$ cat src/rtl/ssu_pkg.sv
// Purpose: Shared constants of the synchronous serial unit
// Assumes: Byte offsets on a 32-bit AHB-Lite word map
// Notes:   Registers hold 8 bits in the low byte
package ssu_pkg;
   // Register byte offsets
   localparam logic [7:0] OFS_TX_STATUS_CONTROL = 8'h00;
   localparam logic [7:0] OFS_RX_STATUS_CONTROL = 8'h04;
   localparam logic [7:0] OFS_BAUD_CONTROL      = 8'h08;
   localparam logic [7:0] OFS_BAUD_DIVISOR_LOW  = 8'h0c;
   localparam logic [7:0] OFS_BAUD_DIVISOR_HIGH = 8'h10;
   localparam logic [7:0] OFS_RECEIVE_DATA      = 8'h14;
   localparam logic [7:0] OFS_TRANSMIT_DATA     = 8'h18;
   localparam logic [7:0] OFS_IRQ_ENABLE        = 8'h1c;
   localparam logic [7:0] OFS_IRQ_FLAGS         = 8'h20;
   // Transmit status and control fields
   localparam int BIT_CLOCK_SOURCE_MASTER = 7;
   localparam int BIT_NINE_BIT_TX_ENABLE  = 6;
   localparam int BIT_TRANSMIT_ENABLE     = 5;
   localparam int BIT_SYNC_MODE           = 4;
   localparam int BIT_BAUD_HIGH_SPEED     = 2;
   localparam int BIT_TX_SHIFT_EMPTY      = 1;
   localparam int BIT_TX_NINTH_BIT        = 0;
   localparam logic [7:0] TX_WRITE_MASK   = 8'hf5;
   // Receive status and control fields
   localparam int BIT_SERIAL_PORT_ENABLE  = 7;
   localparam int BIT_NINE_BIT_RX_ENABLE  = 6;
   localparam int BIT_SINGLE_RX_ENABLE    = 5;
   localparam int BIT_CONTINUOUS_RX       = 4;
   localparam int BIT_OVERRUN_ERROR       = 1;
   localparam int BIT_RX_NINTH_BIT        = 0;
   localparam logic [7:0] RX_WRITE_MASK   = 8'hf0;
   // Baud control fields
   localparam int BIT_RX_IDLE             = 6;
   localparam int BIT_CLOCK_POLARITY      = 4;
   localparam int BIT_BAUD_WIDE_DIVISOR   = 3;
   localparam logic [7:0] BAUD_WRITE_MASK = 8'h18;
   // Interrupt enable and flag fields
   localparam int BIT_RX_IRQ_ENABLE         = 0;
   localparam int BIT_TX_IRQ_ENABLE         = 1;
   localparam int BIT_PERIPHERAL_IRQ_ENABLE = 2;
   localparam int BIT_GLOBAL_IRQ_ENABLE     = 3;
   localparam int BIT_RX_IRQ_FLAG           = 0;
   localparam int BIT_TX_IRQ_FLAG           = 1;
   // Reset values, character lengths and FIFO depth
   localparam logic [7:0] RST_CONTROL     = 8'h00;
   localparam logic [3:0] RST_IRQ_ENABLE  = 4'h0;
   localparam logic [3:0] CHAR_BITS_SHORT = 4'h8;
   localparam logic [3:0] CHAR_BITS_LONG  = 4'h9;
   localparam logic [1:0] RX_FIFO_DEPTH   = 2'h2;
endpackage

$ cat src/rtl/ssu_serial_unit.sv
// Purpose: Synchronous serial unit, master and slave, with AHB-Lite registers
// Assumes: Pins arrive asynchronously; sleep_mode stops only the master clock
// Notes:   Zero wait state bus slave, response always OKAY
// Summary of operation
// - Nine-bit receive shifts nine bits per character instead of eight.
// - Receive ninth bit shows bit nine of the oldest unread character.
// - Receive flag sets on a whole character; interrupt if enabled.
// - Receive status shows ninth bit and overrun before data is read.
// - Reading receive data returns the low eight bits of the character.
// - Overrun clears by clearing continuous receive or port enable; in master mode with single receive set, the code also needs a data read.
// - Sync mode, clock source clear, port enabled gives slave operation.
// - Both receive enables clear means transmit; continuous set, or single set in master mode, means receive.
// - Slave transmit as master; second word stays buffered, flag clear.
// - After first character, buffered word moves to shift register; flag sets.
// - Transmit flag with peripheral and transmit enables wakes; global adds interrupt.
// - Slave receive with continuous enable idles only while overrun is set.
// - Single receive enable is ignored in slave mode.
// - Slave keeps receiving in sleep on the external clock.
// - Receive flag with receive enable wakes from sleep; global and peripheral enables add interrupt.
// - Unimplemented register bits read as zero.
// - Slave disables clock driver and shifts one bit per external clock.
// - Data sampled on trailing edge; characters enter a two-deep FIFO.
// - Third character into full FIFO sets overrun; FIFO kept, reception halts.
// - Polarity bit selects idle clock level and the data change edge.
//
// Chosen here: the register offsets and register access over AHB-Lite.
`timescale 1ns/10ps
module ssu_serial_unit
(
   input  wire logic        hclk,
   input  wire logic        hresetn,
   input  wire logic        hsel,
   input  wire logic [31:0] haddr,
   input  wire logic [1:0]  htrans,
   input  wire logic        hwrite,
   input  wire logic [2:0]  hsize,
   input  wire logic [31:0] hwdata,
   input  wire logic        hready,
   output logic             hreadyout,
   output logic [31:0]      hrdata,
   output logic             hresp,
   input  wire logic        sleep_mode,
   input  wire logic        clock_pin_in,
   output logic             clock_pin_out,
   output logic             clock_pin_oe,
   input  wire logic        data_pin_in,
   output logic             data_pin_out,
   output logic             data_pin_oe,
   output logic             rx_irq_flag,
   output logic             tx_irq_flag,
   output logic             irq_request,
   output logic             wake_request
);
   logic [7:0]  tx_ctrl_q;
   logic [7:0]  rx_ctrl_q;
   logic [7:0]  baud_ctrl_q;
   logic [7:0]  div_lo_q;
   logic [7:0]  div_hi_q;
   logic [3:0]  irq_en_q;
   logic        dph_wr_q;
   logic [7:0]  dph_addr_q;
   logic [31:0] hrdata_q;
   logic        addr_phase;
   logic        rd_pop;
   logic [7:0]  rd_val;
   logic [7:0]  wdat;
   logic        serial_port_enable;
   logic        sync_on;
   logic        master;
   logic        rx_sel;
   logic        rx_run;
   logic        tx_run;
   logic        clock_polarity_select;
   logic [2:0]  ck_s_q;
   logic [2:0]  dt_s_q;
   logic        ck_f_q;
   logic        dt_f_q;
   logic [15:0] gen_cnt_q;
   logic [15:0] div_val;
   logic        gen_run;
   logic        ck_gen_q;
   logic        ck_now;
   logic        ck_prev_q;
   logic        lead;
   logic        trail;
   logic [8:0]  tx_buf_q;
   logic        tx_full_q;
   logic [8:0]  tsr_q;
   logic        tsr_busy_q;
   logic [3:0]  tx_cnt_q;
   logic        dout_q;
   logic [3:0]  tx_bits;
   logic [3:0]  rx_bits;
   logic [8:0]  rsr_q;
   logic [8:0]  rsr_next;
   logic [3:0]  rx_cnt_q;
   logic [8:0]  fifo_q [0:1];
   logic        wr_ptr_q;
   logic        rd_ptr_q;
   logic [1:0]  fifo_cnt_q;
   logic        overrun_error_flag_q;
   logic        rx_done;
   logic        single_rx_enable_clr;
   logic        overrun_error_flag_clr;
   logic        rx_hit;
   logic        tx_hit;

   assign addr_phase = hsel & htrans[1] & hready;
   assign wdat       = hwdata[7:0];
   assign hreadyout  = 1'b1;
   assign hresp      = 1'b0;
   assign hrdata     = hrdata_q;
   assign rd_pop     = addr_phase & ~hwrite & (haddr[7:0] == ssu_pkg::OFS_RECEIVE_DATA) & (fifo_cnt_q != 2'h0);

   assign serial_port_enable    = rx_ctrl_q[ssu_pkg::BIT_SERIAL_PORT_ENABLE];
   assign clock_polarity_select    = baud_ctrl_q[ssu_pkg::BIT_CLOCK_POLARITY];
   assign sync_on = serial_port_enable & tx_ctrl_q[ssu_pkg::BIT_SYNC_MODE];
   assign master  = sync_on & tx_ctrl_q[ssu_pkg::BIT_CLOCK_SOURCE_MASTER];
   assign rx_sel  = rx_ctrl_q[ssu_pkg::BIT_CONTINUOUS_RX]
                    | (master & rx_ctrl_q[ssu_pkg::BIT_SINGLE_RX_ENABLE]);
   assign rx_run  = sync_on & rx_sel & ~overrun_error_flag_q;
   assign tx_run  = sync_on & ~rx_sel & tx_ctrl_q[ssu_pkg::BIT_TRANSMIT_ENABLE];
   assign tx_bits = tx_ctrl_q[ssu_pkg::BIT_NINE_BIT_TX_ENABLE] ? ssu_pkg::CHAR_BITS_LONG : ssu_pkg::CHAR_BITS_SHORT;
   assign rx_bits = rx_ctrl_q[ssu_pkg::BIT_NINE_BIT_RX_ENABLE] ? ssu_pkg::CHAR_BITS_LONG : ssu_pkg::CHAR_BITS_SHORT;

   // Bus address and data phase tracking
   always_ff @(posedge hclk or negedge hresetn)
   begin
      if (!hresetn)
      begin
         dph_wr_q   <= 1'b0;
         dph_addr_q <= 8'h00;
         hrdata_q   <= 32'h0000_0000;
      end
      else
      begin
         dph_wr_q <= addr_phase & hwrite;
         if (addr_phase)
         begin
            dph_addr_q <= haddr[7:0];
         end
         hrdata_q <= (addr_phase & ~hwrite) ? {24'h00_0000, rd_val} : 32'h0000_0000;
      end
   end

   // Register read multiplexer
   always_comb
   begin
      unique case (haddr[7:0])
         // Status shows ninth bit and overrun
         ssu_pkg::OFS_RX_STATUS_CONTROL:
            rd_val = rx_ctrl_q | {6'h00, overrun_error_flag_q, fifo_q[rd_ptr_q][8]};
         ssu_pkg::OFS_TX_STATUS_CONTROL:
            rd_val = tx_ctrl_q | {6'h00, ~tsr_busy_q, 1'b0};
         ssu_pkg::OFS_BAUD_CONTROL:
            rd_val = baud_ctrl_q | {1'b0, ~rx_run, 6'h00};
         ssu_pkg::OFS_BAUD_DIVISOR_LOW:
            rd_val = div_lo_q;
         ssu_pkg::OFS_BAUD_DIVISOR_HIGH:
            rd_val = div_hi_q;
         ssu_pkg::OFS_RECEIVE_DATA:
            rd_val = fifo_q[rd_ptr_q][7:0];
         ssu_pkg::OFS_IRQ_ENABLE:
            rd_val = {4'h0, irq_en_q};
         ssu_pkg::OFS_IRQ_FLAGS:
            rd_val = {6'h00, tx_irq_flag, rx_irq_flag};
         default:
            rd_val = 8'h00;
      endcase
   end

   // Software control registers
   always_ff @(posedge hclk or negedge hresetn)
   begin
      if (!hresetn)
      begin
         tx_ctrl_q   <= ssu_pkg::RST_CONTROL;
         rx_ctrl_q   <= ssu_pkg::RST_CONTROL;
         baud_ctrl_q <= ssu_pkg::RST_CONTROL;
         div_lo_q    <= ssu_pkg::RST_CONTROL;
         div_hi_q    <= ssu_pkg::RST_CONTROL;
         irq_en_q    <= ssu_pkg::RST_IRQ_ENABLE;
      end
      else
      begin
         if (single_rx_enable_clr)
         begin
            rx_ctrl_q[ssu_pkg::BIT_SINGLE_RX_ENABLE] <= 1'b0;
         end
         if (dph_wr_q)
         begin
            unique case (dph_addr_q)
               ssu_pkg::OFS_TX_STATUS_CONTROL: tx_ctrl_q   <= wdat & ssu_pkg::TX_WRITE_MASK;
               ssu_pkg::OFS_RX_STATUS_CONTROL: rx_ctrl_q   <= wdat & ssu_pkg::RX_WRITE_MASK;
               ssu_pkg::OFS_BAUD_CONTROL:      baud_ctrl_q <= wdat & ssu_pkg::BAUD_WRITE_MASK;
               ssu_pkg::OFS_BAUD_DIVISOR_LOW:  div_lo_q    <= wdat;
               ssu_pkg::OFS_BAUD_DIVISOR_HIGH: div_hi_q    <= wdat;
               ssu_pkg::OFS_IRQ_ENABLE:        irq_en_q    <= wdat[3:0];
               default:                        irq_en_q    <= irq_en_q;
            endcase
         end
      end
   end

   // Pin synchronisers, change taken when stages two and three agree
   always_ff @(posedge hclk or negedge hresetn)
   begin
      if (!hresetn)
      begin
         ck_s_q <= 3'h0;
         dt_s_q <= 3'h0;
         ck_f_q <= 1'b0;
         dt_f_q <= 1'b0;
      end
      else
      begin
         ck_s_q <= {ck_s_q[1:0], clock_pin_in};
         dt_s_q <= {dt_s_q[1:0], data_pin_in};
         if (ck_s_q[1] == ck_s_q[2])
         begin
            ck_f_q <= ck_s_q[2];
         end
         if (dt_s_q[1] == dt_s_q[2])
         begin
            dt_f_q <= dt_s_q[2];
         end
      end
   end

   // Master clock generator, halted in sleep
   assign div_val = baud_ctrl_q[ssu_pkg::BIT_BAUD_WIDE_DIVISOR] ? {div_hi_q, div_lo_q} : {8'h00, div_lo_q};
   assign gen_run = master & ~sleep_mode & ((tx_run & tsr_busy_q) | rx_run);

   always_ff @(posedge hclk or negedge hresetn)
   begin
      if (!hresetn)
      begin
         gen_cnt_q <= 16'h0000;
         ck_gen_q  <= 1'b0;
      end
      else if (!gen_run)
      begin
         gen_cnt_q <= 16'h0000;
         ck_gen_q  <= clock_polarity_select;
      end
      else if (gen_cnt_q == div_val)
      begin
         gen_cnt_q <= 16'h0000;
         ck_gen_q  <= ~ck_gen_q;
      end
      else
      begin
         gen_cnt_q <= gen_cnt_q + 16'h0001;
      end
   end

   assign ck_now = master ? ck_gen_q : ck_f_q;
   assign lead   = (ck_now != ck_prev_q) & (ck_prev_q == clock_polarity_select);
   assign trail  = (ck_now != ck_prev_q) & (ck_now == clock_polarity_select);

   always_ff @(posedge hclk or negedge hresetn)
   begin
      if (!hresetn)
      begin
         ck_prev_q <= 1'b0;
      end
      else
      begin
         ck_prev_q <= ck_now;
      end
   end

   // Transmit buffer and shift register
   always_ff @(posedge hclk or negedge hresetn)
   begin
      if (!hresetn)
      begin
         tx_buf_q   <= 9'h000;
         tx_full_q  <= 1'b0;
         tsr_q      <= 9'h000;
         tsr_busy_q <= 1'b0;
         tx_cnt_q   <= 4'h0;
         dout_q     <= 1'b0;
      end
      else if (!serial_port_enable)
      begin
         tx_full_q  <= 1'b0;
         tsr_busy_q <= 1'b0;
         tx_cnt_q   <= 4'h0;
      end
      else
      begin
         if (tx_run & ~tsr_busy_q & tx_full_q)
         begin
            tsr_q      <= tx_buf_q;
            tsr_busy_q <= 1'b1;
            tx_cnt_q   <= 4'h0;
            tx_full_q  <= 1'b0;
         end
         else if (!tx_run)
         begin
            tsr_busy_q <= 1'b0;
            tx_cnt_q   <= 4'h0;
         end
         else if (lead & tsr_busy_q & (tx_cnt_q < tx_bits))
         begin
            dout_q   <= tsr_q[0];
            tsr_q    <= {1'b0, tsr_q[8:1]};
            tx_cnt_q <= tx_cnt_q + 4'h1;
         end
         else if (trail & tsr_busy_q & (tx_cnt_q == tx_bits))
         begin
            tsr_busy_q <= 1'b0;
         end
         if (dph_wr_q & (dph_addr_q == ssu_pkg::OFS_TRANSMIT_DATA))
         begin
            tx_buf_q  <= {tx_ctrl_q[ssu_pkg::BIT_TX_NINTH_BIT], wdat};
            tx_full_q <= 1'b1;
         end
      end
   end

   assign rsr_next = rx_ctrl_q[ssu_pkg::BIT_NINE_BIT_RX_ENABLE] ? {dt_f_q, rsr_q[8:1]}
                                                              : {1'b0, dt_f_q, rsr_q[7:1]};
   assign rx_done  = rx_run & trail & (rx_cnt_q == rx_bits - 4'h1);
   assign single_rx_enable_clr = rx_done & master;
   assign overrun_error_flag_clr = ~rx_ctrl_q[ssu_pkg::BIT_CONTINUOUS_RX]
                     & (~(master & rx_ctrl_q[ssu_pkg::BIT_SINGLE_RX_ENABLE]) | rd_pop);

   // Receive shift register, FIFO and overrun
   always_ff @(posedge hclk or negedge hresetn)
   begin
      if (!hresetn)
      begin
         rsr_q      <= 9'h000;
         rx_cnt_q   <= 4'h0;
         fifo_q[0]  <= 9'h000;
         fifo_q[1]  <= 9'h000;
         wr_ptr_q   <= 1'b0;
         rd_ptr_q   <= 1'b0;
         fifo_cnt_q <= 2'h0;
         overrun_error_flag_q     <= 1'b0;
      end
      else if (!serial_port_enable)
      begin
         rx_cnt_q   <= 4'h0;
         wr_ptr_q   <= 1'b0;
         rd_ptr_q   <= 1'b0;
         fifo_cnt_q <= 2'h0;
         overrun_error_flag_q     <= 1'b0;
      end
      else
      begin
         if (!rx_run)
         begin
            rx_cnt_q <= 4'h0;
         end
         else if (rx_done)
         begin
            rx_cnt_q <= 4'h0;
         end
         else if (trail)
         begin
            rsr_q    <= rsr_next;
            rx_cnt_q <= rx_cnt_q + 4'h1;
         end
         if (rx_done & (fifo_cnt_q == ssu_pkg::RX_FIFO_DEPTH))
         begin
            overrun_error_flag_q <= 1'b1;
         end
         else if (overrun_error_flag_clr)
         begin
            overrun_error_flag_q <= 1'b0;
         end
         if (rx_done & (fifo_cnt_q != ssu_pkg::RX_FIFO_DEPTH))
         begin
            fifo_q[wr_ptr_q] <= rsr_next;
            wr_ptr_q         <= ~wr_ptr_q;
         end
         if (rd_pop)
         begin
            rd_ptr_q <= ~rd_ptr_q;
         end
         unique case ({rx_done & (fifo_cnt_q != ssu_pkg::RX_FIFO_DEPTH), rd_pop})
            2'b10:   fifo_cnt_q <= fifo_cnt_q + 2'h1;
            2'b01:   fifo_cnt_q <= fifo_cnt_q - 2'h1;
            default: fifo_cnt_q <= fifo_cnt_q;
         endcase
      end
   end

   // Flags from FIFO and buffer state
   assign rx_irq_flag = (fifo_cnt_q != 2'h0);
   assign tx_irq_flag = ~tx_full_q;
   assign rx_hit = rx_irq_flag & irq_en_q[ssu_pkg::BIT_RX_IRQ_ENABLE];
   assign tx_hit = tx_irq_flag & irq_en_q[ssu_pkg::BIT_TX_IRQ_ENABLE]
                   & irq_en_q[ssu_pkg::BIT_PERIPHERAL_IRQ_ENABLE];
   assign wake_request = sleep_mode & (rx_hit | tx_hit);
   assign irq_request  = irq_en_q[ssu_pkg::BIT_GLOBAL_IRQ_ENABLE]
                         & irq_en_q[ssu_pkg::BIT_PERIPHERAL_IRQ_ENABLE] & (rx_hit | tx_hit);

   assign clock_pin_oe  = master & (rx_sel | tx_ctrl_q[ssu_pkg::BIT_TRANSMIT_ENABLE]);
   assign clock_pin_out = ck_gen_q;
   assign data_pin_oe   = tx_run;
   assign data_pin_out  = dout_q;

endmodule // ssu_serial_unit

$ cat config.mk
export PLATFORM = sky130hd
export DESIGN_NAME = ssu_serial_unit
export DESIGN_NICKNAME = d
export VERILOG_FILES = /design/src/rtl/ssu_pkg.sv /design/src/rtl/ssu_serial_unit.sv
export SDC_FILE = /design/constraint.sdc
export NUM_CORES = 1
export LEC_CHECK = 0
export BUFFER_PORTS_ARGS = -buffer_cell sky130_fd_sc_hd__buf_4
export CAP_MARGIN = 20
export CELL_PAD_IN_SITES_DETAIL_PLACEMENT = 1
export CELL_PAD_IN_SITES_GLOBAL_PLACEMENT = 1
export CORE_AREA = 10 10 131 133
export CTS_CLUSTER_SIZE = 14
export DETAILED_ROUTE_END_ITERATION = 8
export DIE_AREA = 0 0 141 143
export HOLD_SLACK_MARGIN = 0.15
export PLACE_DENSITY = 0.87
export SKIP_CTS_REPAIR_TIMING = 1
export SLEW_MARGIN = 20
export SYNTH_ARGS = -nofsm -noshare
export SYNTH_HDL_FRONTEND = slang
export SYNTH_SLANG_ARGS = --single-unit
$ cat constraint.sdc
create_clock -name hclk -period 7.73 [get_ports hclk]
set_clock_uncertainty 0.05 [all_clocks]
set_input_delay 1.546 -clock hclk [delete_from_list [all_inputs] [get_ports hclk]]
set_output_delay 1.546 -clock hclk [all_outputs]
set_load 0.05 [all_outputs]
==> results.sh <==
export IMPL_hold_end="dt_s_q[1]"
export IMPL_synth_area_leaders="dfrtp_1, mux2_2, buf_4, xor2_1, nor2_1"
export IMPL_fmax_ghz=0.2611
export IMPL_drive_gt1_share_pct=26.52
export IMPL_ir_worst_vdd_mv=0.1682
export IMPL_antennaDiodeCount=0
export IMPL_worstReg2RegStart="rx_ctrl_q[7]"
export IMPL_cts_root_buf="clkbuf_16"
export IMPL_rr_endpoint="rsr_q[7]"
export IMPL_max_slew_margin_pct=29.76
export IMPL_fin_nets=728
export IMPL_leakage_uw=0.003406
export IMPL_yosysUniqueCellTypes=65
export IMPL_portBuffers=40
export IMPL_worstPathRequired_ns=6.13
export IMPL_grt_pass1_wl_mm=32.01
export IMPL_wirelength_mm=20.26
export IMPL_synth_enable_flop_cells=0
export IMPL_pwr_share_comb_pct=8.3
export IMPL_period_minus_slack_ns=3.830
export IMPL_p_per_area_mw_per_mm2=229.8
export IMPL_cts_tree="built"
export IMPL_critPathArrivalTime_ns=2.23
export IMPL_fp_row_count=44
export IMPL_reg2regPathDepth=5
export IMPL_overflow=0
export IMPL_worst_hold_slack_ns=0.3038
export IMPL_drcViolationCount=0
export IMPL_cts_htree_levels=4
export IMPL_cts_inserted_buffers=17
export IMPL_dr_pass1_iters=4
export IMPL_dp_hpwl_mm=13.50
export IMPL_placed_cells=812
export IMPL_cts_buffer_depth=2
export IMPL_core_area_mm2=0.01442
export IMPL_setup_tns_ns=0
export IMPL_antenna_left=0
export IMPL_hp_class="flip-flop to flip-flop"
export IMPL_clkPwrFrac_pct=48.3
export IMPL_yosysTopAreaCell="dfrtp_1"
export IMPL_ys_seq_area_share_pct=49.52
export IMPL_clk_pin_slew_ns=0.06
export IMPL_clock_sinks=135
export IMPL_gr_usage_all_layers_pct=20.25
export IMPL_area_growth_pct=13.77
export IMPL_rsz0062_at_grt="no"
export IMPL_initialDrtViolationCount=314
export IMPL_ios=119
export IMPL_die_w_um=141
export IMPL_setup_viol=0
export IMPL_clk_latency_ns=0.43
export IMPL_yosysTopAreaCellShare_pct=49.52
export IMPL_synth_flop_cell="dfrtp_1"
export IMPL_die_h_um=143
export IMPL_vias=5116
export IMPL_sw_frac_of_total_pct=26.64
export IMPL_grt_max_degree=87
export IMPL_reg2reg_slack_ns=4.46
export IMPL_crit_type="flip-flop to primary output"
export IMPL_viasPerCell=6.062
export IMPL_routedWlPerCell_um=24.00
export IMPL_fill_cells=1531
export IMPL_avgSynthCellArea_um2=11.06
export IMPL_syn_cell_area_mm2=0.006822
export IMPL_cp_max_fo=14
export IMPL_hold_start="dt_s_q[0]"
export IMPL_layout_cells_non_filler=844
export IMPL_antenna_found_initial=0
export IMPL_grt_pass1_vias=5708
export IMPL_slowest_stage="dfrtp_1"
export IMPL_outcome="finished, final reports clean"
export IMPL_max_cap_violations=0
export IMPL_finalHoldViolations=0
export IMPL_power_switching_uw=475.2
export IMPL_synth_warnings=0
export IMPL_ys_ff_latch=135
export IMPL_worstPathCellList="and3_1 -> nand2_1 -> inv_2 -> buf_4"
export IMPL_place_congestion=0.8775
export IMPL_worstMarginPinSlew_ns=1.024
export IMPL_pwr_share_seq_pct=43.3
export IMPL_finish_utilization_pct=53.81
export IMPL_start_util_pct=47.29
export IMPL_cpPeakStageDelay_ns=0.66
export IMPL_crit_path_end_kind="primary output"
export IMPL_async_reset_ff_share_pct=100.0
export IMPL_cp_start_kind="flip-flop"
export IMPL_die_area_mm2=0.02016
export IMPL_fin_crit_sh_pct=49.55
export IMPL_p_int_uw=1308
export IMPL_slew_viol_final=0
export IMPL_worstHoldPathCells=0
export IMPL_syn_inst=617
-- cell families (layout without fill, tap and decap cells) --
logic type	count (synthesis)	count (layout)	synth area share [%]
AND/OR/NAND/NOR	190	190	14.97
flip-flops	135	135	49.52
multiplexers	97	97	16.36
AO/OA/AOI/OAI	94	94	9.079
buffers and inverters	65	84	5.337
XOR/XNOR	28	28	3.595
adder cells (fa/ha/maj)	6	6	1.027
other	2	26	0.1101
-- synthesized netlist by cell type (13+ instances only) --
| cell type | instances |
|---|---|
| buf_4 | 26 |
| clkbuf_1 | 23 |
| nand4_1 | 16 |
| a31oi_1 | 14 |
| nand2_1 | 37 |
| o21ai_0 | 14 |
| xor2_1 | 20 |
| mux2_2 | 80 |
| dfrtp_1 | 135 |
| a21oi_1 | 18 |
| nand3_1 | 18 |
| nor2_1 | 45 |
| o31ai_1 | 13 |
-- routing by layer --
metal | track usage [%] | routed length [µm] | part of all wire [%] | up-vias
met5 | 0 | 0 | 0 | -
met4 | 9.130 | 648 | 3.2 | 0
met3 | 5.174 | 1041 | 5.1 | 55
met2 | 36.26 | 10700 | 53 | 167
met1 | 22.09 | 7867 | 39 | 2649
li1 | - | - | - | 2245
-- state kept, by name, indices dropped and copies added (netlist names), 2 cells and up --
name	count
baud_ctrl_q	2
ck_s_q	3
div_hi_q	8
div_lo_q	8
dph_addr_q	8
dt_s_q	3
fifo_cnt_q	2
fifo_q	18
gen_cnt_q	16
hrdata	8
irq_en_q	4
rsr_q	8
rx_cnt_q	4
rx_ctrl_q	4
tsr_q	9
tx_buf_q	9
tx_cnt_q	4
tx_ctrl_q	6
-- worst max-delay path: cells and delay by family (launching register included) --
kind | cells | cell delay [ns]
flip-flops | 1 | 0.66
buffers and inverters | 2 | 0.56
AND/OR/NAND/NOR | 2 | 0.59
-- per-stage QoR --
step / power, µW / cell area, µm² / setup slack (ns)
detailed placement: 927.8 / 7134 / 3.840
CTS: 1793 / 7757 / 3.921
finish: 1784 / 7761 / 3.900
global placement: 915.9 / 7134 / 3.934
global route: 1840 / 7761 / 3.822
floorplan: 877.3 / 6912 / 3.449
-- layout by cell type, fill, tap and decap left out, types with 3 or more instances in the layout --
master | synthesis | final
buf_4 | 26 | 40
xor2_1 | 20 | 20
o22ai_1 | 6 | 6
clkbuf_16 | 0 | 17
o21a_1 | 3 | 3
nand3b_1 | 4 | 4
and3_1 | 9 | 9
o31ai_1 | 13 | 13
a21oi_1 | 18 | 18
mux2_2 | 80 | 80
clkinv_4 | 0 | 3
a22oi_1 | 4 | 4
mux2_4 | 9 | 9
nand2_1 | 37 | 37
a31oi_1 | 14 | 14
nand3_1 | 18 | 18
xnor2_1 | 8 | 8
and2_1 | 4 | 4
bufinv_16 | 0 | 3
conb_1 | 2 | 26
o21ai_0 | 14 | 14
nor4_1 | 9 | 9
nand4b_1 | 6 | 6
nor3_1 | 12 | 12
inv_1 | 9 | 9
nor4b_1 | 4 | 4
ha_1 | 4 | 4
inv_6 | 0 | 6
dfrtp_1 | 135 | 135
mux2i_1 | 8 | 8
nand2b_1 | 8 | 8
nor2_1 | 45 | 45
nand4_1 | 16 | 16
-- how the worst max path moves through the flow --
stage | end | depth (start not counted) | start | slack (ns)
finish | data_pin_oe | 4 | rx_ctrl_q[7] | 3.90
global route | data_pin_oe | 4 | rx_ctrl_q[7] | 3.82
CTS | data_pin_oe | 4 | rx_ctrl_q[7] | 3.92
detailed placement | fifo_cnt_q[1] | 5 | haddr[5] | 3.84
global placement | fifo_cnt_q[1] | 5 | haddr[5] | 3.93
floorplan | wake_request | 1 | sleep_mode | 3.45
-- cell type report --
type | instances | area, µm² | share of cell area (%)
sequential | 135 | 3378 | 43.53
timing repair buffer | 42 | 322.8 | 4.159
clock buffer | 18 | 439.2 | 5.659
tap | 184 | 230.2 | 2.966
inverter | 10 | 37.54 | 0.4836
clock inverter | 14 | 183.9 | 2.370
multi-input combinational | 441 | 3169 | 40.84
-- power by group through the flow --
| stage | Clock, µW | Combinational (µW) | Sequential [µW] |
|---|---|---|---|
| floorplan | 0 | 109 | 769 |
| global placement | 0 | 137 | 779 |
| detailed placement | 0 | 145 | 783 |
| CTS | 873 | 148 | 772 |
| global route | 903 | 160 | 777 |
| finish | 862 | 149 | 773 |
No activity file was read; power rests on OpenSTA's default activity.
